**src/hdl/sas_map.svh**
```systemverilog
// register map, field positions, reset values and timing counts of the converter sequencer
`ifndef SAS_MAP_SVH
`define SAS_MAP_SVH
`define SAS_OFS_CTRL_A 8'h00
`define SAS_OFS_CTRL_B 8'h04
`define SAS_OFS_RES_UP 8'h08
`define SAS_OFS_RES_LO 8'h0c
`define SAS_OFS_FLAG 8'h10
`define SAS_OFS_IEN 8'h14
`define SAS_OFS_IRQC 8'h18
`define SAS_OFS_FREF 8'h1c
`define SAS_A_ON 0
`define SAS_A_GO 1
`define SAS_A_CH 6:2
`define SAS_B_PREF 1:0
`define SAS_B_NREF 2
`define SAS_B_CLK 6:4
`define SAS_B_JUST 7
`define SAS_F_DONE 0
`define SAS_E_IEN 0
`define SAS_I_PERIPHERAL_IRQ_ENABLE 6
`define SAS_I_GIE 7
`define SAS_R_TRNG 4
`define SAS_R_TEMP_SENSOR_ENABLE 5
`define SAS_RST_BYTE 8'h00
`define SAS_CH_TEMP 5'h1d
`define SAS_PREF_4096 2'h3
`define SAS_HALF_SAMPLE 5'h03
`define SAS_HALF_TOTAL 5'h17
`define SAS_MSB 4'h9
`endif

```
**src/hdl/sas_pkg.sv**
```systemverilog
// types shared by the converter sequencer
package sas_pkg;
  typedef enum logic [2:0] {
    SAS_IDLE = 3'b001,
    SAS_SAMPLE = 3'b010,
    SAS_CONV = 3'b100
  } sas_state_e;
  typedef logic [9:0] sas_result_t;
endpackage

```
**src/hdl/sas_sequencer.sv**
```systemverilog
// successive-approximation converter sequencer with a classic wishbone register slave
// Contract
// - build a 10-bit result by successive approximation, store it at completion.
// - a conversion lasts eleven and a half bit periods, one bit per period.
// - clock select picks sysclk/2,/4,/8,/16,/32,/64 or the rc oscillator.
// - channel select routes one source to the sample-and-hold input.
// - fifteen sources: twelve pins, temperature, dac output, fixed reference.
// - channel code 29 routes the temperature sensor to the converter.
// - positive reference: pin, supply, fixed 2.048V, fixed 4.096V unless low-voltage.
// - negative reference: pin or ground.
// - done flag sets at the end of every conversion, enable or not.
// - hardware never clears the done flag; software clears it by writing.
// - interrupt request only while done flag and its enable are both set.
// - conversions run in sleep only with the rc oscillator selected.
// - an enabled interrupt in sleep wakes the core; next instruction runs first.
// - after wake, vector only when global and peripheral enables are set.
// - temperature sensor is powered only while its enable bit is set.
// - range bit set selects high range, clear selects low range.
// - start bit begins a conversion only if the converter was already on.
// - at completion clear start, set flag, load result together.
// - early clear of start by a write after sampling loads partial result, unresolved bits copy last resolved.
// - justify bit places the result left or right across the two registers.
`timescale 1ns/1ps
`include "sas_map.svh"

module sas_sequencer #(
  parameter bit LOW_VOLTAGE = 1'b0
) (
  input wire logic clk_i,
  input wire logic rst_i,
  input wire logic cyc_i,
  input wire logic stb_i,
  input wire logic we_i,
  input wire logic [7:0] adr_i,
  input wire logic [3:0] sel_i,
  input wire logic [31:0] dat_i,
  output logic [31:0] dat_o,
  output logic ack_o,
  input wire logic rc_osc_i,
  input wire logic comp_i,
  input wire logic sleep_i,
  output logic [4:0] channel_o,
  output logic temp_route_o,
  output logic [1:0] pos_ref_o,
  output logic neg_ref_o,
  output logic temp_enable_o,
  output logic temp_range_o,
  output logic sample_o,
  output logic busy_o,
  output logic [9:0] trial_code_o,
  output logic irq_o,
  output logic wake_o,
  output logic vector_o
);
  logic [7:0] ctrl_a_reg;
  logic [7:0] ctrl_b_reg;
  logic [7:0] irqc_reg;
  logic [7:0] fref_reg;
  logic ien_reg;
  logic flag_reg;
  logic ack_reg;
  logic [31:0] rdata_reg;
  sas_pkg::sas_result_t result_reg;
  sas_pkg::sas_result_t trial_reg;
  sas_pkg::sas_state_e state_reg;
  logic [4:0] div_reg;
  logic [4:0] half_reg;
  logic [3:0] idx_reg;
  logic last_bit_reg;
  logic any_res_reg;
  logic rc_s1, rc_s2, rc_s3, cmp_s1, cmp_s2;
  logic wr_fire, wr_a, lane0, rc_sel, half_tick, start, abort, finish, resolve;
  logic [4:0] half_lim;
  logic [7:0] res_up, res_lo;
  sas_pkg::sas_result_t partial;

  ////////////////////////////////////////////////////////////////////////
  // bus slave: ack one cycle after the request, write lands at the ack edge
  assign wr_fire = cyc_i & stb_i & we_i & ack_reg;
  assign lane0 = sel_i[0];
  assign wr_a = wr_fire & lane0 & (adr_i == `SAS_OFS_CTRL_A);
  assign ack_o = ack_reg;
  assign dat_o = rdata_reg;

  always_ff @(posedge clk_i) begin
    if (rst_i) ack_reg <= 1'b0;
    else ack_reg <= cyc_i & stb_i & ~ack_reg;
  end

  // justified views of the stored result
  always_comb begin
    if (ctrl_b_reg[`SAS_B_JUST]) begin
      res_up = result_reg[9:2];
      res_lo = {result_reg[1:0], 6'h00};
    end else begin
      res_up = {6'h00, result_reg[9:8]};
      res_lo = result_reg[7:0];
    end
  end

  // read data captured before ack; unmapped offsets read as zero
  always_ff @(posedge clk_i) begin
    if (rst_i) begin
      rdata_reg <= 32'h0000_0000;
    end else if (cyc_i & stb_i & ~ack_reg) begin
      case (adr_i)
        `SAS_OFS_CTRL_A: rdata_reg <= {24'h00_0000, 1'b0, ctrl_a_reg[6:0]};
        `SAS_OFS_CTRL_B: rdata_reg <= {24'h00_0000, ctrl_b_reg};
        `SAS_OFS_RES_UP: rdata_reg <= {24'h00_0000, res_up};
        `SAS_OFS_RES_LO: rdata_reg <= {24'h00_0000, res_lo};
        `SAS_OFS_FLAG: rdata_reg <= {31'h0000_0000, flag_reg};
        `SAS_OFS_IEN: rdata_reg <= {31'h0000_0000, ien_reg};
        `SAS_OFS_IRQC: rdata_reg <= {24'h00_0000, irqc_reg};
        `SAS_OFS_FREF: rdata_reg <= {24'h00_0000, fref_reg};
        default: rdata_reg <= 32'h0000_0000;
      endcase
    end
  end

  ////////////////////////////////////////////////////////////////////////
  // control register a: on, start and channel; hardware clears start
  assign start = wr_a & dat_i[`SAS_A_GO] & ctrl_a_reg[`SAS_A_ON] & dat_i[`SAS_A_ON]
    & (state_reg == sas_pkg::SAS_IDLE);
  assign abort = (state_reg != sas_pkg::SAS_IDLE)
    & ((wr_a & ~(dat_i[`SAS_A_GO] & dat_i[`SAS_A_ON])) | (sleep_i & ~rc_sel));

  always_ff @(posedge clk_i) begin
    if (rst_i) begin
      ctrl_a_reg <= `SAS_RST_BYTE;
    end else begin
      if (wr_a) begin
        ctrl_a_reg[`SAS_A_CH] <= dat_i[`SAS_A_CH];
        ctrl_a_reg[`SAS_A_ON] <= dat_i[`SAS_A_ON];
        ctrl_a_reg[`SAS_A_GO] <= start | ((state_reg != sas_pkg::SAS_IDLE) & ~abort);
      end
      if (finish | (abort & ~wr_a)) ctrl_a_reg[`SAS_A_GO] <= 1'b0;
    end
  end

  // remaining control registers; 4.096V choice is refused on low-voltage parts
  always_ff @(posedge clk_i) begin
    if (rst_i) begin
      ctrl_b_reg <= `SAS_RST_BYTE;
      irqc_reg <= `SAS_RST_BYTE;
      fref_reg <= `SAS_RST_BYTE;
      ien_reg <= 1'b0;
    end else if (wr_fire & lane0) begin
      case (adr_i)
        `SAS_OFS_CTRL_B: begin
          ctrl_b_reg[7:2] <= {dat_i[7:4], 1'b0, dat_i[2]};
          if (!(LOW_VOLTAGE && dat_i[`SAS_B_PREF] == `SAS_PREF_4096))
            ctrl_b_reg[`SAS_B_PREF] <= dat_i[`SAS_B_PREF];
        end
        `SAS_OFS_IEN: ien_reg <= dat_i[`SAS_E_IEN];
        `SAS_OFS_IRQC: irqc_reg <= {dat_i[7:6], 6'h00};
        `SAS_OFS_FREF: fref_reg <= {2'h0, dat_i[5:4], 4'h0};
        default: ien_reg <= ien_reg;
      endcase
    end
  end

  // done flag: only conversions set it, only a written zero clears it, set wins
  always_ff @(posedge clk_i) begin
    if (rst_i) flag_reg <= 1'b0;
    else if (finish) flag_reg <= 1'b1;
    else if (wr_fire & lane0 & (adr_i == `SAS_OFS_FLAG) & ~dat_i[`SAS_F_DONE])
      flag_reg <= 1'b0;
  end

  ////////////////////////////////////////////////////////////////////////
  // synchronisers for the rc oscillator and the comparator
  always_ff @(posedge clk_i) begin
    if (rst_i) begin
      {rc_s1, rc_s2, rc_s3, cmp_s1, cmp_s2} <= 5'h00;
    end else begin
      rc_s1 <= rc_osc_i;
      rc_s2 <= rc_s1;
      rc_s3 <= rc_s2;
      cmp_s1 <= comp_i;
      cmp_s2 <= cmp_s1;
    end
  end

  // half-bit-period limit per clock select; rc gives a half tick per edge
  assign rc_sel = &ctrl_b_reg[5:4];
  always_comb begin
    case (ctrl_b_reg[`SAS_B_CLK])
      3'b000: half_lim = 5'h00;
      3'b100: half_lim = 5'h01;
      3'b001: half_lim = 5'h03;
      3'b101: half_lim = 5'h07;
      3'b010: half_lim = 5'h0f;
      3'b110: half_lim = 5'h1f;
      default: half_lim = 5'h00;
    endcase
  end
  assign half_tick = rc_sel ? (rc_s2 ^ rc_s3) : (div_reg == half_lim);

  // divider restarts with each conversion so the first period is whole
  always_ff @(posedge clk_i) begin
    if (rst_i | start | half_tick) div_reg <= 5'h00;
    else div_reg <= div_reg + 5'h01;
  end

  ////////////////////////////////////////////////////////////////////////
  // sequence: 1.5 periods of sampling, then ten bit periods, msb first
  assign resolve = (state_reg == sas_pkg::SAS_CONV) & half_tick & ~half_reg[0];
  assign finish = resolve & (idx_reg == 4'h0) & ~abort;

  always_ff @(posedge clk_i) begin
    if (rst_i) begin
      state_reg <= sas_pkg::SAS_IDLE;
      half_reg <= 5'h00;
    end else begin
      case (state_reg)
        sas_pkg::SAS_IDLE: begin
          half_reg <= 5'h00;
          if (start) state_reg <= sas_pkg::SAS_SAMPLE;
        end
        sas_pkg::SAS_SAMPLE: begin
          if (half_tick) half_reg <= half_reg + 5'h01;
          if (abort) state_reg <= sas_pkg::SAS_IDLE;
          else if (half_tick && half_reg == `SAS_HALF_SAMPLE - 5'h01)
            state_reg <= sas_pkg::SAS_CONV;
        end
        sas_pkg::SAS_CONV: begin
          if (half_tick) half_reg <= half_reg + 5'h01;
          if (abort | finish) state_reg <= sas_pkg::SAS_IDLE;
        end
        default: state_reg <= sas_pkg::SAS_IDLE;
      endcase
    end
  end

  // trial code: keep the bit when the comparator says input is at or above
  always_ff @(posedge clk_i) begin
    if (rst_i | start) begin
      trial_reg <= 10'h200;
      idx_reg <= `SAS_MSB;
      last_bit_reg <= 1'b0;
      any_res_reg <= 1'b0;
    end else if (resolve) begin
      trial_reg[idx_reg] <= cmp_s2;
      if (idx_reg != 4'h0) trial_reg[idx_reg - 4'h1] <= 1'b1;
      if (idx_reg != 4'h0) idx_reg <= idx_reg - 4'h1;
      last_bit_reg <= cmp_s2;
      any_res_reg <= 1'b1;
    end
  end

  // partial result: bits from the current one down copy the last resolved bit
  always_comb begin
    partial = trial_reg;
    for (int i = 0; i < 10; i++)
      if (i <= int'(idx_reg)) partial[i] = any_res_reg & last_bit_reg;
    for (int i = 0; i < 10; i++)
      if (i > int'(idx_reg)) partial[i] = trial_reg[i];
  end

  // result loads with the flag on completion, or partially when a write stops it after sampling
  always_ff @(posedge clk_i) begin
    if (rst_i) result_reg <= 10'h000;
    else if (finish) result_reg <= {trial_reg[9:1], cmp_s2};
    else if (abort & wr_a & (state_reg == sas_pkg::SAS_CONV)) result_reg <= partial;
  end

  ////////////////////////////////////////////////////////////////////////
  // analog-side controls and core-side interrupt signals
  assign channel_o = ctrl_a_reg[`SAS_A_CH];
  assign temp_route_o = ctrl_a_reg[`SAS_A_CH] == `SAS_CH_TEMP;
  assign pos_ref_o = ctrl_b_reg[`SAS_B_PREF];
  assign neg_ref_o = ctrl_b_reg[`SAS_B_NREF];
  assign temp_enable_o = fref_reg[`SAS_R_TEMP_SENSOR_ENABLE];
  assign temp_range_o = fref_reg[`SAS_R_TEMP_SENSOR_ENABLE] & fref_reg[`SAS_R_TRNG];
  assign sample_o = state_reg == sas_pkg::SAS_SAMPLE;
  assign busy_o = ctrl_a_reg[`SAS_A_GO];
  assign trial_code_o = trial_reg;
  assign irq_o = flag_reg & ien_reg;
  // wake only; the core runs the instruction after sleep before any vector
  assign wake_o = sleep_i & irq_o;
  assign vector_o = ~sleep_i & irq_o & irqc_reg[`SAS_I_GIE] & irqc_reg[`SAS_I_PERIPHERAL_IRQ_ENABLE];
endmodule // sas_sequencer

```
**config.mk**
```make
export PLATFORM = sky130hd
export DESIGN_NAME = sas_sequencer
export DESIGN_NICKNAME = d
export VERILOG_FILES = /design/src/hdl/sas_pkg.sv /design/src/hdl/sas_sequencer.sv
export VERILOG_INCLUDE_DIRS = /design/src /design/src/hdl
export SDC_FILE = /design/constraint.sdc
export NUM_CORES = 1
export LEC_CHECK = 0
export BUFFER_PORTS_ARGS = -buffer_cell sky130_fd_sc_hd__buf_2
export CAP_MARGIN = 20
export CORE_ASPECT_RATIO = 1.25
export CORE_MARGIN = 2
export CORE_UTILIZATION = 43
export DETAILED_ROUTE_END_ITERATION = 8
export PLACE_DENSITY = 0.7
export SYNTH_ARGS = -nofsm -noshare
export SYNTH_HDL_FRONTEND = slang
export SYNTH_SLANG_ARGS = --single-unit
```
**constraint.sdc**
```tcl
create_clock -name clk_i -period 5.3 [get_ports clk_i]
set_input_delay 0.795 -clock clk_i [delete_from_list [all_inputs] [get_ports clk_i]]
set_output_delay 0.795 -clock clk_i [all_outputs]
set_load 0.005 [all_outputs]
```
==> results of run 1 <==
-- worst max path at each step --
stage                                        from                    endpoint  slack (ns)
after detailed placement                 adr_i[4]  result_reg[4]$_SDFFE_PP0P_        2.04
after CTS                                adr_i[4]  result_reg[4]$_SDFFE_PP0P_        2.41
after global placement                   adr_i[4]  result_reg[7]$_SDFFE_PP0P_        2.11
after floorplan                          adr_i[2]  result_reg[4]$_SDFFE_PP0P_        2.53
final                                    adr_i[4]  result_reg[4]$_SDFFE_PP0P_        2.39
after global routing      idx_reg[3]$_SDFFE_PP1P_  result_reg[9]$_SDFFE_PP0P_        2.27
-- metal layers --
metal  up-vias  global-route usage, %  share of wire (%)
met5         -                      0                  0
met4         0                   11.2                4.3
met3        35                   3.46                5.7
met2       165                   33.3                 49
met1      1889                   24.4                 41
li1       1954                      -                  -
-- kinds of logic (layout without fill, tap and decap cells) --
family / after synthesis / after routing
compound gates: 141 / 141
flops: 73 / 73
fa+ha+maj: 9 / 9
other cells: 1 / 24
xor+xnor: 5 / 5
buf+inv: 78 / 91
simple gates: 195 / 195
mux: 27 / 27
-- through the flow --
step                util, %  cells  instance area (um2)  hold slack (ns)
floorplan                 -    552                 4530            0.414
global placement       45.8    679                 4600            0.420
detailed placement     45.8    679                 4600            0.431
CTS                    49.1    694                 4940            0.444
global route           49.1    694                 4940            0.468
finish                 49.1    694                 4940            0.440
-- worst register-to-register path: stages, from the launching register on --
cell and delay (ns):
dfxtp_1 0.47, nor2_1 0.73, nand2_1 0.21, nor3_1 0.38
o21a_1 0.44, a21oi_4 0.17, mux2_4 0.33
-- layout by cell type, fill, tap and decap left out, types with 9 or more instances in the layout --
| cell type | instances |
|---|---|
| dfxtp_1 | 73 |
| buf_2 | 59 |
| nor2_1 | 45 |
| nand2_1 | 43 |
| a21oi_1 | 40 |
| nand3_1 | 26 |
| conb_1 | 24 |
| mux2i_1 | 18 |
| inv_1 | 14 |
| nor3_1 | 12 |
| a22oi_1 | 12 |
| nor2b_1 | 11 |
| nand4_1 | 9 |
| o21ai_0 | 9 |
| ha_1 | 9 |
| clkbuf_16 | 9 |
-- final cells by class --
cell class,count,area share (%)
Multi-Input combinational cell,401,53.0
Timing Repair Buffer,61,6.28
Sequential cell,73,29.6
Clock buffer,9,4.56
Inverter,15,1.14
Tap cell,129,3.27
Clock inverter,6,2.18
-- where the power goes --
part | internal (mW) | switching [mW]
logic | 0.0152 | 0.0344
clock network | 0.455 | 0.232
registers | 0.551 | 0.00172
==> flow_summary.yaml, run 1 <==
status:
  run_status: "complete, no violations"
global_route:
  grt_antenna_before_repair: 0
  grt.total_usage_pct: 20.2
  grt_pass1_wl_mm: 18.0
  grt_max_degree: 56
  first_global_vias: 3675
  grt_overflow: 0
floorplanning:
  dieArea_um2: 11200
  core_area_um2: 10100
  die_y_um: 118
  io_pins: 111
  start_util_pct: 44.2
  dieWidth_um: 94.9
  rows: 41
place:
  dp_hpwl_mm: 8.21
  place_ws_ns: 2.04
  port_buffers: 59
  routabilityCongestion: 0.926
timing:
  drv_slew: 0
  fin_tns_setup_ns: 0
  maxSlewHeadroom_pct: 35.0
  finalSetupViolCount: 0
  rsz0062_at_grt: "no"
  fin_skew_ns: 0.00302
  min_period_ns: 2.91
  finalCritPeriodShare_pct: 54.8
  worst_pin_slew_ns: 0.975
  fmax_ghz: 0.344
  hold_viol_final: 0
  finalWorstSetupSlack_ns: 2.39
setup_path:
  crit_slowest_cell: "nor3_2"
  cp.depth: 7
  cp_data_arrival_time_ns: 3.14
  r2r_end: "result_reg[4]$_SDFFE_PP0P_"
  crit_fanout: 11
  cp.required_ns: 5.53
  ff2ff_path_depth: 6
  path_class: "input pin to flop"
  cp-start-kind: "input pin"
  crit_family: "simple AND/OR/NAND/NOR gates"
  rrSetupSlack_ns: 2.46
  max_stage_delay_ns: 0.66
  path_buf_inv: 1
  endpoint_kind: "flop"
  r2r_start: "idx_reg[3]$_SDFFE_PP1P_"
  cp_cell_sequence: "buf_2 -> or4_4 -> nor2_8 -> a32oi_4 -> nor3_2 -> a21oi_4 -> mux2_4"
synthesis:
  synth_top_area_cell: "dfxtp_1"
  synth_commonest_cells: "73 x dfxtp_1, 45 x nor2_1, 43 x nand2_1"
  ys_ff_latch: 73
  ys_types: 75
  syn_inst: 529
  synth.most_common_cell: "dfxtp_1"
  synth_top_family_by_area: "compound AO/OA/AOI/OAI gates"
  synth_compound_area_share_pct: 23.5
  synth_area_leaders: "dfxtp_1 33%, buf_4 5.4%, a21oi_1 4.5%"
  avgSynthCellArea_um2: 8.40
  async_flop_share_pct: 0
  synth_xor_area_share_pct: 0.986
  netlist.area_leader.share_pct: 32.9
  yosysSeqAreaShare_pct: 32.9
  ys.flop_type: "dfxtp_1"
  synth_edf_count: 0
  yosys.area_share.simple_pct: 23.0
  ys_warn_count: 0
  synth_area_um2: 4440
  synth_fa_ha_area_share_pct: 2.54
  muxShareOfSynthArea_pct: 6.76
detailed_routing:
  vias_per_cell: 5.83
  drtIter0Drc: 217
  route.vias.total: 4043
  wirelength_mm: 11.3
  drc_errors: 0
  post_drt_wl_per_cell_um: 16.3
  ant_nets: 0
  firstDrtPassIters: 5
min_path:
  hold_start: "rc_s1$_SDFF_PP0_"
  hold_end: "rc_s2$_SDFF_PP0_"
  hp-class: "flop to flop"
  min_path_cells: 1
clock_tree:
  cts_root_buffer: "clkbuf_16"
  h-tree-depth: 3
  tritoncts: "built"
  cts-buffers-inserted: 9
  clockBufferDepth: 2
  path_clk_slew_ns: 0.06
  clk_latency_ns: 0.34
  cts.sinks: 73
  cts_setup_buffers: 0
  cts_resized: 0
  hold_buffers: 0
finish:
  area_delta_synth_final_pct: 11.2
  fillerInstances: 967
  drive_gt1_share_pct: 19.8
  nets: 622
  ff_latch_area_um2: 1460
  insertedDiodeCount: 0
  multi_input_area_um2: 2620
power:
  p_leak_nw: 2.02
  vdd_drop_max_uv: 142
  p_per_area_nw_per_um2: 261
  power_mw: 1.29
run:
  maxCapViolCount: 0
Note: power is estimated with default switching activity, not from simulation.
==> inputs of run 2 (changes only) <==
PLACE_DENSITY = 0.72   (was 0.7)
clock period = 2.6 ns   (was 5.3 ns; I/O delays follow)
==> flow_summary.yaml, run 2 (synthesized netlist as in run 1, its figures left out) <==
min_path:
  hp-class: "input pin to flop"
  hold_start: "rc_osc_i"
  min_path_cells: 2
  hold_end: "rc_s1$_SDFF_PP0_"
global_route:
  grt_max_degree: 43
  grt.total_usage_pct: 21.5
  grt_pass1_wl_mm: 18.9
  grt_antenna_before_repair: 0
  first_global_vias: 3837
  grt_overflow: 0
place:
  post_dp_cell_area_um2: 4780
  port_buffers: 59
  dp_hpwl_mm: 8.73
  routabilityCongestion: 0.944
finish:
  nets: 644
  area_delta_synth_final_pct: 15.4
  multi_input_area_um2: 2620
  final_common_cell: "dfxtp_1"
  drive_gt1_share_pct: 22.8
  insertedDiodeCount: 0
  fillerInstances: 964
  final_cell_area_um2: 5130
  ff_latch_area_um2: 1460
  final_cell_mix: "73 x dfxtp_1, 59 x buf_2, 45 x nor2_1, 43 x nand2_1, 40 x a21oi_1"
run:
  maxCapViolCount: 0
setup_path:
  cp-start-kind: "flop"
  r2r_end: "idx_reg[1]$_SDFFE_PP0P_"
  cp_cell_sequence: "inv_1 -> ha_1 -> and2_1 -> nor3_1 -> a21oi_1 -> a311oi_1"
  path_buf_inv: 1
  crit_slowest_cell: "dfxtp_1"
  cp.depth: 6
  cp.required_ns: 2.85
  crit_family: "simple AND/OR/NAND/NOR gates"
  max_stage_delay_ns: 0.55
  r2r_start: "idx_reg[0]$_SDFFE_PP1P_"
  cp_data_arrival_time_ns: 2.64
  endpoint_kind: "flop"
  path_class: "flop to flop"
  ff2ff_path_depth: 6
  rrSetupSlack_ns: 0.21
  crit_fanout: 10
floorplanning:
  core_area_um2: 10100
  dieArea_um2: 11200
  die_y_um: 118
  rows: 41
  start_util_pct: 44.2
  dieWidth_um: 94.9
  io_pins: 111
power:
  p_per_area_nw_per_um2: 521
  p_sw_uw: 549
  switching_share_pct: 20.6
  power_frac_comb_pct: 4.1
  p_clk_share_pct: 53.7
  vdd_drop_max_uv: 226
  p_leak_nw: 2.14
  power_mw: 2.67
  p_seq_share_pct: 42.2
  internal_power_mw: 2.12
detailed_routing:
  post_drt_wl_per_cell_um: 16.6
  vias_per_cell: 5.80
  drtIter0Drc: 222
  ant_nets: 0
  firstDrtPassIters: 5
  drc_errors: 0
  route.vias.total: 4162
  wirelength_mm: 11.9
clock_tree:
  cts.sinks: 73
  cts_resized: 0
  cts_setup_buffers: 0
  h-tree-depth: 3
  path_clk_slew_ns: 0.06
  clockBufferDepth: 2
  clk_latency_ns: 0.35
  tritoncts: "built"
  hold_buffers: 0
  cts-buffers-inserted: 9
  cts_root_buffer: "clkbuf_16"
timing:
  maxSlewHeadroom_pct: 53.3
  rsz0062_at_grt: "no"
  hold_viol_final: 0
  drv_slew: 0
  min_period_ns: 2.39
  finalSetupViolCount: 0
  finalCritPeriodShare_pct: 91.9
  worst_pin_slew_ns: 0.698
  fmax_ghz: 0.419
  fin_tns_setup_ns: 0
  fin_skew_ns: 0.00805
status:
  run_status: "complete, no violations"
-- run 2: cell types whose count changed in the layout (fill, tap and decap cells not counted) --
cell      delta
buf_12       +1
buf_4       +21
clkbuf_1     +1
clkbuf_8     +1
clkinv_2     -1
-- run 2: through the flow --
step | setup WS [ns] | instances | utilization (%) | hold WS [ns]
2_1_floorplan | 0.235 | 552 | - | 0.414
3_3_place_gp | 0.108 | 701 | 47.6 | 0.416
3_5_place_dp | 0.0937 | 701 | 47.6 | 0.426
4_1_cts | 0.280 | 717 | 51.0 | 0.247
5_1_grt | 0.0903 | 717 | 51.0 | 0.265
6_report | 0.212 | 717 | 51.0 | 0.253
-- run 2: cell type report --
cell class / instances / area share (%)
clock buffers: 11 / 4.73
clock inverters: 5 / 2.00
inverters: 15 / 1.10
multi-input cells: 401 / 51.0
flip-flops and latches: 73 / 28.5
well taps: 129 / 3.15
repair buffers: 83 / 9.52
-- run 2: worst max path at each step --
stage,from,endpoint,slack [ns]
floorplan,adr_i[2],result_reg[4]$_SDFFE_PP0P_,0.23
finish,idx_reg[0]$_SDFFE_PP1P_,idx_reg[1]$_SDFFE_PP0P_,0.21
global placement,adr_i[5],trial_code_o[0]$_SDFFE_PP0N_,0.11
detailed placement,adr_i[5],trial_code_o[0]$_SDFFE_PP0N_,0.09
CTS,idx_reg[0]$_SDFFE_PP1P_,idx_reg[1]$_SDFFE_PP0P_,0.28
global route,idx_reg[1]$_SDFFE_PP0P_,idx_reg[1]$_SDFFE_PP0P_,0.09
-- run 2: routing by layer --
| layer | up-vias | share of wire (%) | global-route usage [%] |
|---|---|---|---|
| met5 | - | 0 | 0 |
| met4 | 0 | 3.6 | 11.1 |
| met3 | 34 | 7.0 | 5.19 |
| met2 | 199 | 50 | 35.7 |
| met1 | 1938 | 39 | 25.3 |
| li1 | 1991 | - | - |
-- run 2: worst reg2reg max path: cells and delay by family (launching register included) --
family	cells	cell delay, ns
AO/OA/AOI/OAI	2	0.43
adder cells (fa/ha/maj)	1	0.36
buffers and inverters	1	0.17
flip-flops	1	0.55
AND/OR/NAND/NOR	2	0.78
-- run 2: power by group through the flow --
stage / clock [mW] / sequential [mW] / combinational, mW
2_1_floorplan: 0 / 1.15 / 0.0932
3_3_place_gp: 0 / 1.15 / 0.105
3_5_place_dp: 0 / 1.15 / 0.108
4_1_cts: 1.45 / 1.13 / 0.109
5_1_grt: 1.50 / 1.13 / 0.121
6_report: 1.43 / 1.13 / 0.111
